`config.mk`:
```
export PLATFORM = sky130hd
export DESIGN_NAME = pcim_top
export DESIGN_NICKNAME = d
export VERILOG_FILES = /design/src/logic/pcim_pkg.sv /design/src/logic/pcim_pd_filter.sv /design/src/logic/pcim_top.sv
export VERILOG_INCLUDE_DIRS = /design/src /design/src/logic
export SDC_FILE = /design/constraint.sdc
export NUM_CORES = 1
export LEC_CHECK = 0
export BUFFER_PORTS_ARGS = -buffer_cell sky130_fd_sc_hd__buf_2
export CORE_ASPECT_RATIO = 0.8
export CORE_MARGIN = 2
export CORE_UTILIZATION = 29
export DETAILED_ROUTE_END_ITERATION = 16
export GPL_TIMING_DRIVEN = 0
export PLACE_DENSITY = 0.57
export SLEW_MARGIN = 20
export SYNTH_ARGS = -nofsm -noshare
export SYNTH_HDL_FRONTEND = slang
export SYNTH_HIERARCHICAL = 1
export SYNTH_SLANG_ARGS = --single-unit
```
`constraint.sdc`:
```
create_clock -name CLK -period 2.5 [get_ports CLK]
set_clock_uncertainty 0.15 [all_clocks]
set_input_delay 0.125 -clock CLK [delete_from_list [all_inputs] [get_ports CLK]]
set_output_delay 0.125 -clock CLK [all_outputs]
set_load 0.01 [all_outputs]
```
`src/logic/pcim_defines.svh`:
```
// Constants of the interrupt and power-management block: offsets, fields, resets, counts.
// Assumes inclusion by bare name from the package and the design modules.
//
// Behaviour
// Status bits 2 and 3 show live general pin levels after optional inversion.
// Enables 18 and 19 let pin 0 or 1 assert INTA#, per pin polarity.
// Bit 20 is a sticky power-down flag, cleared by reading it.
// Power-down request drives INTA# only while bit 21 is one.
// Bit 22 shows parallel port interrupt; bit 23 gates it, resets to one.
// INTA# is a level, held while any enabled source stays active.
// Both general pins and the parallel port all merge onto INTA#.
// Interrupt pin field is bus read-only, loaded by EEPROM; 0 none, 1 INTA#.
// Own power-management registers; only D0, D2 and D3 are supported.
// PME# stays asserted until PME_Status is cleared, then released.
// A pin requests power-down when in the opposite of its interrupt state.
// Power-down filter needs the pins stable for a selectable period.
// In D2 or D3 the interrupt is off and I/O and memory accesses refused.
// In D2 and D3 configuration accesses still answer.
// With pin config bit 6 or 7 set, pin edges set PME_Status if PME enabled.
// PME_Status is sticky, cleared by writing one; zero leaves it.
// The global status register answers in both I/O and memory ranges.
// Pin field: 00 input, 01 inverted input, 10 drive low, 11 drive high.
// Pin config bits 6 and 7 enable pin 0 or 1 into the power-down filter.
// With port interrupt enabled, acknowledge rising edge raises status until status read.
// INTA# driven low open-drain when any enabled source active, only in D0.
// Filter sets the power-down flag once per stable interval, rearms when pins leave.
`ifndef PCIM_DEFINES_SVH
`define PCIM_DEFINES_SVH

`define PCIM_LCL_MIC 8'h04
`define PCIM_LCL_GIS 8'h10
`define PCIM_CFG_INTR 8'h3C
`define PCIM_CFG_PMCAP 8'h40
`define PCIM_CFG_PMCSR 8'h44

`define PCIM_GIS_PIN0 2
`define PCIM_GIS_PIN1 3
`define PCIM_GIS_EN0 18
`define PCIM_GIS_EN1 19
`define PCIM_GIS_PDF 20
`define PCIM_GIS_PDEN 21
`define PCIM_GIS_PPST 22
`define PCIM_GIS_PPEN 23

`define PCIM_MIC_W 8
`define PCIM_MIC_RST 8'h00
`define PCIM_MIC_PD0 6
`define PCIM_MIC_PD1 7
`define PCIM_PPEN_RST 1'h1
`define PCIM_INTPIN_RST 8'h01
`define PCIM_INTPIN_INTA 8'h01
`define PCIM_PMCAP_VAL 32'h6C01_0001

`define PCIM_PS_D0 2'h0
`define PCIM_PS_D2 2'h2
`define PCIM_PS_D3 2'h3
`define PCIM_PMCSR_PMEEN 8
`define PCIM_PMCSR_PMEST 15

`define PCIM_PDF_BASE 24'h00_0400
`define PCIM_PDF_W 24

`endif

```
`src/logic/pcim_pkg.sv`:
```
// Types shared by the interrupt and power-management block.
// Assumes the defines header is on the include path.
`include "pcim_defines.svh"

package pcim_pkg;

  typedef enum logic [1:0] {
    PCIM_SP_CFG = 2'h0,
    PCIM_SP_IO = 2'h1,
    PCIM_SP_MEM = 2'h2
  } pcim_space_e;

  typedef enum logic [2:0] {
    PCIM_F_IDLE = 3'h1,
    PCIM_F_COUNT = 3'h2,
    PCIM_F_FIRED = 3'h4
  } pcim_fstate_e;

  typedef struct packed {
    logic valid;
    pcim_space_e space;
    logic wr;
    logic [7:0] addr;
    logic [31:0] wdata;
    logic [3:0] be;
  } pcim_req_s;

  typedef struct packed {
    logic valid;
    logic refused;
    logic [31:0] rdata;
  } pcim_rsp_s;

endpackage

```
`src/logic/pcim_pd_filter.sv`:
```
// Power-down request filter: fires once after its condition holds for a full period.
// Assumes cond comes from synchronised logic on the same clock.
`timescale 1ns/1ps
`include "pcim_defines.svh"

module pcim_pd_filter (
  input wire logic clk, // Clock
  input wire logic srst, // Synchronous reset
  input wire logic cond, // Pins in power-down state
  input wire logic [`PCIM_PDF_W-1:0] period, // Cycles to hold
  output logic fire // One-cycle request
);
  import pcim_pkg::*;

  pcim_fstate_e state_r;
  logic [`PCIM_PDF_W-1:0] cnt_r;

  ////////////////////////////////////////////////////////////////////////////
  // Any drop of the condition restarts the wait
  always_ff @(posedge clk) begin
    if (srst) begin
      state_r <= PCIM_F_IDLE;
    end else if (!cond) begin
      state_r <= PCIM_F_IDLE;
    end else begin
      case (state_r)
        PCIM_F_IDLE: begin
          state_r <= PCIM_F_COUNT;
        end
        PCIM_F_COUNT: begin
          if (cnt_r >= period) begin
            state_r <= PCIM_F_FIRED;
          end
        end
        default: begin
          state_r <= PCIM_F_FIRED;
        end
      endcase
    end
  end

  always_ff @(posedge clk) begin
    if (srst || state_r != PCIM_F_COUNT) begin
      cnt_r <= `PCIM_PDF_W'h1;
    end else begin
      cnt_r <= cnt_r + `PCIM_PDF_W'h1;
    end
  end

  assign fire = cond && state_r == PCIM_F_COUNT && cnt_r >= period;

endmodule // pcim_pd_filter

```
`src/logic/pcim_top.sv`:
```
// Global interrupt status/control and power management of a single-function target.
// Assumes the target core presents decoded register accesses one at a time on REQ.
`timescale 1ns/1ps
`include "pcim_defines.svh"

module pcim_top #(
  parameter logic [`PCIM_PDF_W-1:0] PDF_BASE = `PCIM_PDF_BASE // Shortest filter period
) (
  input wire logic CLK, // Clock, 100 MHz
  input wire logic SRST, // Synchronous reset
  input wire pcim_pkg::pcim_req_s REQ, // Register access request
  output pcim_pkg::pcim_rsp_s RSP, // Register access answer
  input wire logic EE_PIN_WE, // EEPROM load strobe
  input wire logic [7:0] EE_PIN_DATA, // EEPROM interrupt pin value
  input wire logic [1:0] GP_IN, // General pins, pad level
  output logic [1:0] GP_OUT, // General pins, drive value
  output logic [1:0] GP_OE_N, // General pins, low drives
  input wire logic PP_ACK_IN, // Peripheral acknowledge pin
  input wire logic PP_INT_EN, // Port control interrupt enable
  input wire logic PP_STATUS_RD, // Port status register read
  input wire logic [1:0] PD_FILTER_SEL, // Filter period select
  input wire logic INTA_IN, // Interrupt wire level
  output logic INTA_OUT, // Interrupt drive value
  output logic INTA_OE_N, // Interrupt, low drives
  input wire logic PME_IN, // Wake wire level
  output logic PME_OUT, // Wake drive value
  output logic PME_OE_N, // Wake, low drives
  output logic [1:0] POWER_STATE // Current power state
);
  import pcim_pkg::*;

  ////////////////////////////////////////////////////////////////////////////
  // Decode helpers

  function automatic logic lcl_hit(input pcim_req_s r, input logic [7:0] a);
    lcl_hit = r.valid && (r.space == PCIM_SP_IO || r.space == PCIM_SP_MEM) && r.addr == a;
  endfunction

  function automatic logic cfg_hit(input pcim_req_s r, input logic [7:0] a);
    cfg_hit = r.valid && r.space == PCIM_SP_CFG && r.addr == a;
  endfunction

  function automatic logic ps_legal(input logic [1:0] ps);
    ps_legal = ps == `PCIM_PS_D0 || ps == `PCIM_PS_D2 || ps == `PCIM_PS_D3;
  endfunction

  ////////////////////////////////////////////////////////////////////////////
  // Declarations

  logic [1:0] gp_s1_r;
  logic [1:0] gp_s2_r;
  logic [1:0] gp_s3_r;
  logic ack_s1_r;
  logic ack_s2_r;
  logic ack_s3_r;
  logic [`PCIM_MIC_W-1:0] mic_r;
  logic en0_r;
  logic en1_r;
  logic pdf_r;
  logic pden_r;
  logic ppst_r;
  logic ppen_r;
  logic [7:0] int_line_r;
  logic [7:0] int_pin_r;
  logic [1:0] ps_r;
  logic pme_en_r;
  logic pme_st_r;
  logic inta_r;
  logic pme_r;
  pcim_rsp_s rsp_r;
  pcim_rsp_s rsp_nxt;
  logic [1:0] inv;
  logic [1:0] gp_int;
  logic [1:0] gp_edge;
  logic [1:0] pd_en;
  logic pd_cond;
  logic pd_fire;
  logic ack_rise;
  logic lcl_ok;
  logic wr_mic;
  logic wr_gis;
  logic rd_gis;
  logic wr_line;
  logic wr_pmcsr;
  logic pme_set;
  logic src_any;
  logic [`PCIM_PDF_W-1:0] period;
  logic [31:0] gis_val;
  logic [31:0] mic_val;
  logic [31:0] intr_val;
  logic [31:0] pmcsr_val;

  ////////////////////////////////////////////////////////////////////////////
  // Pin synchronisers

  always_ff @(posedge CLK) begin
    if (SRST) begin
      gp_s1_r <= 2'h0;
      gp_s2_r <= 2'h0;
      gp_s3_r <= 2'h0;
    end else begin
      gp_s1_r <= GP_IN;
      gp_s2_r <= gp_s1_r;
      gp_s3_r <= gp_s2_r;
    end
  end

  always_ff @(posedge CLK) begin
    if (SRST) begin
      ack_s1_r <= 1'h0;
      ack_s2_r <= 1'h0;
      ack_s3_r <= 1'h0;
    end else begin
      ack_s1_r <= PP_ACK_IN;
      ack_s2_r <= ack_s1_r;
      ack_s3_r <= ack_s2_r;
    end
  end

  ////////////////////////////////////////////////////////////////////////////
  // Pin sense and drive

  genvar g;
  generate
    for (g = 0; g < 2; g++) begin : g_pin
      // Inversion only in input modes; output modes reflect the pad as is
      assign inv[g] = !mic_r[2*g+1] && mic_r[2*g];
      assign gp_int[g] = gp_s2_r[g] ^ inv[g];
      assign gp_edge[g] = gp_s2_r[g] ^ gp_s3_r[g];
      assign GP_OUT[g] = mic_r[2*g];
      assign GP_OE_N[g] = !mic_r[2*g+1];
    end
  endgenerate

  ////////////////////////////////////////////////////////////////////////////
  // Access decode

  // Local ranges are dead outside D0; config space stays open
  assign lcl_ok = ps_r == `PCIM_PS_D0;
  assign wr_mic = lcl_ok && lcl_hit(REQ, `PCIM_LCL_MIC) && REQ.wr;
  assign wr_gis = lcl_ok && lcl_hit(REQ, `PCIM_LCL_GIS) && REQ.wr;
  assign rd_gis = lcl_ok && lcl_hit(REQ, `PCIM_LCL_GIS) && !REQ.wr;
  assign wr_line = cfg_hit(REQ, `PCIM_CFG_INTR) && REQ.wr;
  assign wr_pmcsr = cfg_hit(REQ, `PCIM_CFG_PMCSR) && REQ.wr;

  ////////////////////////////////////////////////////////////////////////////
  // Pin configuration register

  always_ff @(posedge CLK) begin
    if (SRST) begin
      mic_r <= `PCIM_MIC_RST;
    end else if (wr_mic && REQ.be[0]) begin
      mic_r <= REQ.wdata[`PCIM_MIC_W-1:0];
    end
  end

  ////////////////////////////////////////////////////////////////////////////
  // Global enables

  always_ff @(posedge CLK) begin
    if (SRST) begin
      en0_r <= 1'h0;
      en1_r <= 1'h0;
      pden_r <= 1'h0;
      ppen_r <= `PCIM_PPEN_RST;
    end else if (wr_gis && REQ.be[2]) begin
      en0_r <= REQ.wdata[`PCIM_GIS_EN0];
      en1_r <= REQ.wdata[`PCIM_GIS_EN1];
      pden_r <= REQ.wdata[`PCIM_GIS_PDEN];
      ppen_r <= REQ.wdata[`PCIM_GIS_PPEN];
    end
  end

  ////////////////////////////////////////////////////////////////////////////
  // Power-down request

  generate
    for (g = 0; g < 2; g++) begin : g_pd
      assign pd_en[g] = mic_r[`PCIM_MIC_PD0+g];
    end
  endgenerate

  // Power-down state is the inverse of the interrupting state
  assign pd_cond = (pd_en != 2'h0) && ((~gp_int & pd_en) == pd_en);
  assign period = PDF_BASE << {PD_FILTER_SEL, 1'h0};

  pcim_pd_filter u_filter (
    .clk(CLK),
    .srst(SRST),
    .cond(pd_cond),
    .period(period),
    .fire(pd_fire)
  );

  // Set wins over the read that clears
  always_ff @(posedge CLK) begin
    if (SRST) begin
      pdf_r <= 1'h0;
    end else if (pd_fire) begin
      pdf_r <= 1'h1;
    end else if (rd_gis) begin
      pdf_r <= 1'h0;
    end
  end

  ////////////////////////////////////////////////////////////////////////////
  // Parallel port interrupt status

  assign ack_rise = ack_s2_r && !ack_s3_r;

  always_ff @(posedge CLK) begin
    if (SRST) begin
      ppst_r <= 1'h0;
    end else if (ack_rise && PP_INT_EN) begin
      ppst_r <= 1'h1;
    end else if (PP_STATUS_RD) begin
      ppst_r <= 1'h0;
    end
  end

  ////////////////////////////////////////////////////////////////////////////
  // Configuration: interrupt line and pin

  always_ff @(posedge CLK) begin
    if (SRST) begin
      int_line_r <= 8'h00;
    end else if (wr_line && REQ.be[0]) begin
      int_line_r <= REQ.wdata[7:0];
    end
  end

  // Bus writes never reach the pin field
  always_ff @(posedge CLK) begin
    if (SRST) begin
      int_pin_r <= `PCIM_INTPIN_RST;
    end else if (EE_PIN_WE) begin
      int_pin_r <= EE_PIN_DATA;
    end
  end

  ////////////////////////////////////////////////////////////////////////////
  // Power management control/status

  // Unsupported states are ignored, so D1 can never be entered
  always_ff @(posedge CLK) begin
    if (SRST) begin
      ps_r <= `PCIM_PS_D0;
    end else if (wr_pmcsr && REQ.be[0] && ps_legal(REQ.wdata[1:0])) begin
      ps_r <= REQ.wdata[1:0];
    end
  end

  always_ff @(posedge CLK) begin
    if (SRST) begin
      pme_en_r <= 1'h0;
    end else if (wr_pmcsr && REQ.be[1]) begin
      pme_en_r <= REQ.wdata[`PCIM_PMCSR_PMEEN];
    end
  end

  assign pme_set = pme_en_r && ((gp_edge[0] && mic_r[`PCIM_MIC_PD0]) ||
                                (gp_edge[1] && mic_r[`PCIM_MIC_PD1]));

  // Edge in the clearing cycle keeps the flag
  always_ff @(posedge CLK) begin
    if (SRST) begin
      pme_st_r <= 1'h0;
    end else if (pme_set) begin
      pme_st_r <= 1'h1;
    end else if (wr_pmcsr && REQ.be[1] && REQ.wdata[`PCIM_PMCSR_PMEST]) begin
      pme_st_r <= 1'h0;
    end
  end

  always_ff @(posedge CLK) begin
    if (SRST) begin
      pme_r <= 1'h0;
    end else begin
      pme_r <= pme_st_r && pme_en_r;
    end
  end

  ////////////////////////////////////////////////////////////////////////////
  // Interrupt merge

  assign src_any = (gp_int[0] && en0_r) || (gp_int[1] && en1_r) ||
                   (pdf_r && pden_r) ||
                   (ppst_r && ppen_r);

  // A level, never a pulse, so a shared line stays low while work remains
  always_ff @(posedge CLK) begin
    if (SRST) begin
      inta_r <= 1'h0;
    end else begin
      inta_r <= src_any && ps_r == `PCIM_PS_D0 && int_pin_r == `PCIM_INTPIN_INTA;
    end
  end

  ////////////////////////////////////////////////////////////////////////////
  // Read data

  always_comb begin
    gis_val = 32'h0000_0000;
    gis_val[`PCIM_GIS_PIN0] = gp_int[0];
    gis_val[`PCIM_GIS_PIN1] = gp_int[1];
    gis_val[`PCIM_GIS_EN0] = en0_r;
    gis_val[`PCIM_GIS_EN1] = en1_r;
    gis_val[`PCIM_GIS_PDF] = pdf_r;
    gis_val[`PCIM_GIS_PDEN] = pden_r;
    gis_val[`PCIM_GIS_PPST] = ppst_r;
    gis_val[`PCIM_GIS_PPEN] = ppen_r;
  end

  assign mic_val = {24'h00_0000, mic_r};
  assign intr_val = {16'h0000, int_pin_r, int_line_r};
  assign pmcsr_val = {16'h0000, pme_st_r, 6'h00, pme_en_r, 6'h00, ps_r};

  always_comb begin
    rsp_nxt = '0;
    rsp_nxt.valid = REQ.valid;
    if (REQ.valid && REQ.space != PCIM_SP_CFG && !lcl_ok) begin
      rsp_nxt.refused = 1'h1;
    end else if (REQ.wr) begin
      rsp_nxt.rdata = 32'h0000_0000;
    end else if (lcl_hit(REQ, `PCIM_LCL_GIS)) begin
      rsp_nxt.rdata = gis_val;
    end else if (lcl_hit(REQ, `PCIM_LCL_MIC)) begin
      rsp_nxt.rdata = mic_val;
    end else if (cfg_hit(REQ, `PCIM_CFG_INTR)) begin
      rsp_nxt.rdata = intr_val;
    end else if (cfg_hit(REQ, `PCIM_CFG_PMCAP)) begin
      rsp_nxt.rdata = `PCIM_PMCAP_VAL;
    end else if (cfg_hit(REQ, `PCIM_CFG_PMCSR)) begin
      rsp_nxt.rdata = pmcsr_val;
    end else begin
      rsp_nxt.rdata = 32'h0000_0000;
    end
  end

  always_ff @(posedge CLK) begin
    if (SRST) begin
      rsp_r <= '0;
    end else begin
      rsp_r <= rsp_nxt;
    end
  end

  ////////////////////////////////////////////////////////////////////////////
  // Outputs

  // Wire levels are not needed: both lines are only ever pulled low here
  assign RSP = rsp_r;
  assign INTA_OUT = 1'h0;
  assign INTA_OE_N = !inta_r;
  assign PME_OUT = 1'h0;
  assign PME_OE_N = !pme_r;
  assign POWER_STATE = ps_r;

endmodule // pcim_top

```
==> run summary <==
=================================================================================================================
Number of maximum-capacitance violations                                                                        0
TritonCTS clock tree                                                                                          yes
1st-pass router iterations                                                                                      4
Summed area of non-filler cells in the final layout                                                     6240 um^2
Number of placement rows                                                                                       41
Post-Syn Area per Cell                                                                                 9.267 um^2
Actual transition at the worst max-transition pin                                                       0.8534 ns
Slowest cell delay on critical path                                                                       0.52 ns
Part of the power in combinational logic                                                                     7.6%
Standard cell core area                                                                                15650 um^2
Number of H-tree levels                                                                                         3
ANT cells                                                                                                       0
Class of the tightest hold or removal check                                                                in2reg
Cell area after synthesis                                                                               4606 um^2
WP buf/inv                                                                                                      0
Post-layout net count                                                                                         750
Wire length of the first global-routing pass                                                             18.03 mm
Data arrival time of the worst path                                                                       2.60 ns
Synth Area in Compound Gates                                                                               8.313%
Setup repair after global routing missed its margin                                                          true
Net Switching                                                                                         0.0007254 W
Clock-pin slew on the worst setup and hold paths                                                          0.07 ns
Worst path cell trace                                                                                ha_4 -> and4_4 -> nand2_1 -> or4_4 -> a31oi_4 -> nand2b_4 -> and3_4 -> nor2_1 -> a311oi_1
Number of top-level pins                                                                                      112
Cell-internal power                                                                                    0.002553 W
Violated checks                                                                                      negative setup slack
Data required time at the worst endpoint                                                                  2.59 ns
RePlAce Congestion                                                                                         0.8649
Number of buffer cells added on primary ports                                                                  80
Layout cell share with drive strength beyond 1                                                             23.18%
Layout Cells excl Fill                                                                                        875
Die extent in x                                                                                          144.9 um
Number of DRC violations after detailed-routing iteration 0                                                   198
Switching Fraction                                                                                         22.12%
Share of the yosys chip area belonging to registers                                                        42.16%
Routed vias                                                                                                  3880
Chip Height                                                                                              116.7 um
Number of nets still failing antenna checks after routing                                                       0
Number of remaining DRC errors                                                                                  0
Total of endpoints with negative setup slack in the final report                                                1
Detail Placement HPWL                                                                                    8.541 mm
Maximum number of pins on one net before global-route repair                                                   17
Initial cell density of the core                                                                           29.44%
Maximum operating frequency                                                                             398.5 MHz
Count of mapped cells out of synthesis                                                                        497
Post-layout worst setup margin                                                                       -0.009535 ns
Filler Cells Inserted                                                                                        1555
Synth warn                                                                                                      6
Share of flip-flops with an asynchronous set or reset                                                          0%
Post-synthesis to final-layout area growth                                                                 35.48%
Critical setup path kind                                                                                  reg2reg
Post-synthesis sequential element count                                                                        97
Clock Power Share                                                                                           44.8%
Vias in the first global route                                                                               3771
Largest family of logic cells by synthesized area                                                    simple AND/OR/NAND/NOR gates
Yosys cell types                                                                                               59
Element type at the critical path start                                                                  register
Minimum setup slack after placement                                                                    -0.1860 ns
Setup TNS                                                                                            -0.009535 ns
Mean routed wirelength per cell                                                                          13.10 um
Share of power burned in registers                                                                          47.6%
Footprint of the multi-input gates                                                                      2562 um^2
Total clock sinks                                                                                              97
Slowest CP cell                                                                                      sky130_fd_sc_hd__or4_4
Parity-gate share of the synthesized area counting xor and xnor cells                                      4.564%
Cell Count Post-Placement                                                                                     818
Source-to-sink clock delay at the later pin of the worst-skew pair                                        0.34 ns
Multiplexer fraction of the synthesized cell area                                                          5.868%
Max-slew violation total from the final report                                                                  0
Number of buffers created by CTS                                                                                9
Outcome                                                                                              finished, violations left
Worst-path maximum fanout                                                                                       3
Final clock period utilization by the worst path                                                           100.4%
Flip-flop cell with the highest count after synthesis                                                sky130_fd_sc_hd__dfxtp_1
Total cell area at the placement stage                                                                  5373 um^2
Number of flops mapped to enable cells by yosys                                                                 0
Via/cell ratio                                                                                              4.434
Rel. slew slack                                                                                            42.79%
Register area                                                                                           1963 um^2
Delay-heaviest family, CP                                                                            simple AND/OR/NAND/NOR gates
Basic-gate share of the synthesized area counting and, or, nand and nor cells                              24.91%
Final worst path period need                                                                             2.510 ns
Global route overflow                                                                                           0
Critical Path End Type                                                                                   register
Total power per unit cell area                                                                       525.5 nW/um^2
CTS root buffer                                                                                      sky130_fd_sc_hd__clkbuf_16
Maximum number of buffers from clock root to sink                                                               2
GR Util All Layers                                                                                         13.50%
Final Hold Violating Endpoints                                                                                  0
Total wirelength of the detailed-routed design                                                           11.47 mm
Arithmetic-cell share of the synthesized area counting full adders, half adders and majority gates         7.063%
Die area                                                                                               16910 um^2
Maximum vdd ir drop                                                                                     0.3441 mV
Static leakage                                                                                           2.536 nW
Number of antenna violations at the first check in global routing                                               0
=================================================================================================================
worst register-to-register path: cells and delay by family, from the launching register on:
family | cells | cell delay, ns
compound gates | 2 | 0.47
fa+ha+maj | 1 | 0.26
flops | 1 | 0.36
simple gates | 6 | 1.16
path summary, 6_finish.rpt:
check | depth (start not counted) | startpoint | endpoint | slack [ns]
worst max-delay path | 9 | u_filter/cnt_r[11] | pdf_r | -0.01
worst min-delay path | 4 | REQ[1] | pme_st_r | 0.03
worst min register to register | 1 | gp_s1_r[0] | gp_s2_r[0] | 0.29
worst max register to register | 9 | u_filter/cnt_r[11] | pdf_r | -0.01
cells in the final DEF (no fill, tap or decap), types with 10 or more instances in the layout:
master	instances
sky130_fd_sc_hd__a21oi_1	12
sky130_fd_sc_hd__and2_1	16
sky130_fd_sc_hd__buf_2	80
sky130_fd_sc_hd__buf_4	20
sky130_fd_sc_hd__conb_1	27
sky130_fd_sc_hd__dfxtp_1	90
sky130_fd_sc_hd__dlygate4sd3_1	35
sky130_fd_sc_hd__ha_1	20
sky130_fd_sc_hd__inv_1	35
sky130_fd_sc_hd__mux2i_1	27
sky130_fd_sc_hd__nand2_1	23
sky130_fd_sc_hd__nand2b_1	10
sky130_fd_sc_hd__nand3_1	12
sky130_fd_sc_hd__nor2_1	71
sky130_fd_sc_hd__nor2b_1	17
sky130_fd_sc_hd__xor2_1	16
cell usage after synthesis (all sizes together) (3+ instances only):
cell type   n  share of area (%)
nor3        9                1.3
xnor2       8                1.5
or4b        4               0.87
clkbuf     11                1.1
ha         26                7.1
or2         3               0.41
and3        7               0.95
nor4        5                1.8
xor2       16                3.0
buf        14                2.4
a21oi      12                1.3
mux2i      27                5.9
a22oi       7                1.1
nor2b      17                2.3
inv        35                2.9
nand3      12                1.3
nand2      23                1.9
or3         3               0.41
nor2       71                5.8
and4        5               0.98
nand4       7                1.3
a211oi      6               0.98
and2       16                2.2
or4         3               0.49
dfxtp      97                 42
o21ai      13                1.4
nand2b     11                1.5
power groups by stage:
stage | clock network [W] | registers [W] | logic [W]
floorplan | 0 | 0.00160 | 0.000117
global placement | 0 | 0.00160 | 0.000190
detailed placement | 0 | 0.00160 | 0.000195
CTS | 0.00150 | 0.00156 | 0.000242
global route | 0.00156 | 0.00156 | 0.000275
finish | 0.00147 | 0.00156 | 0.000248
flip-flops by register name (all words and copies together), names as in the netlist, 2 cells and up:
| signal | count |
|---|---|
| int_line_r | 8 |
| u_filter/cnt_r | 24 |
| mic_r | 8 |
| gp_s2_r | 2 |
| u_filter/state_r | 3 |
| int_pin_r | 8 |
| gp_s1_r | 2 |
| RSP | 25 |
| gp_s3_r | 2 |
| POWER_STATE | 2 |
per-layer routing:
| metal | up-vias | GRT usage, % | share of wire, % |
|---|---|---|---|
| met3 | 12 | 2.993 | 4.3 |
| met2 | 93 | 20.94 | 45 |
| met5 | - | 0 | 0 |
| li1 | 1978 | - | - |
| met1 | 1797 | 18.65 | 49 |
| met4 | 0 | 4.466 | 1.4 |
final cells by class:
| type | instances | area share (%) |
|---|---|---|
| Tap cell | 215 | 4.311 |
| Inverter | 35 | 2.105 |
| Timing Repair Buffer | 122 | 12.87 |
| Sequential cell | 97 | 31.46 |
| Buffer | 26 | 3.108 |
| Multi-Input combinational cell | 365 | 41.07 |
| Clock inverter | 6 | 1.464 |
| Clock buffer | 9 | 3.609 |
cell families (layout without fill, tap and decap cells):
group                      count (synthesis)  count (layout)
and+or+nand+nor                          204             204
DFF                                       97              97
buffers and inverters                     61             198
AOI/OAI and AO/OA                         57              57
muxes                                     27              27
adders and majority gates                 26              26
xor gates and xnor gates                  24              24
other                                      1              27
metrics by stage:
step	hold slack (ns)	util (%)	total power (W)
floorplan	0.09742	-	0.001718
global placement	0.1988	34.34	0.001793
detailed placement	0.1994	34.34	0.001798
CTS	0.01514	39.58	0.003307
global route	0.03731	39.88	0.003402
finish	0.02705	39.88	0.003279
timing repair:
item	in CTS	in global routing
hold buffers	35	0
pin swaps	5	3
buffers inserted	5	2
resized for setup	23	8
endpoints found under the hold margin	39	0
endpoints found under the setup margin	1	18
Power figures use the tool's default switching activity.
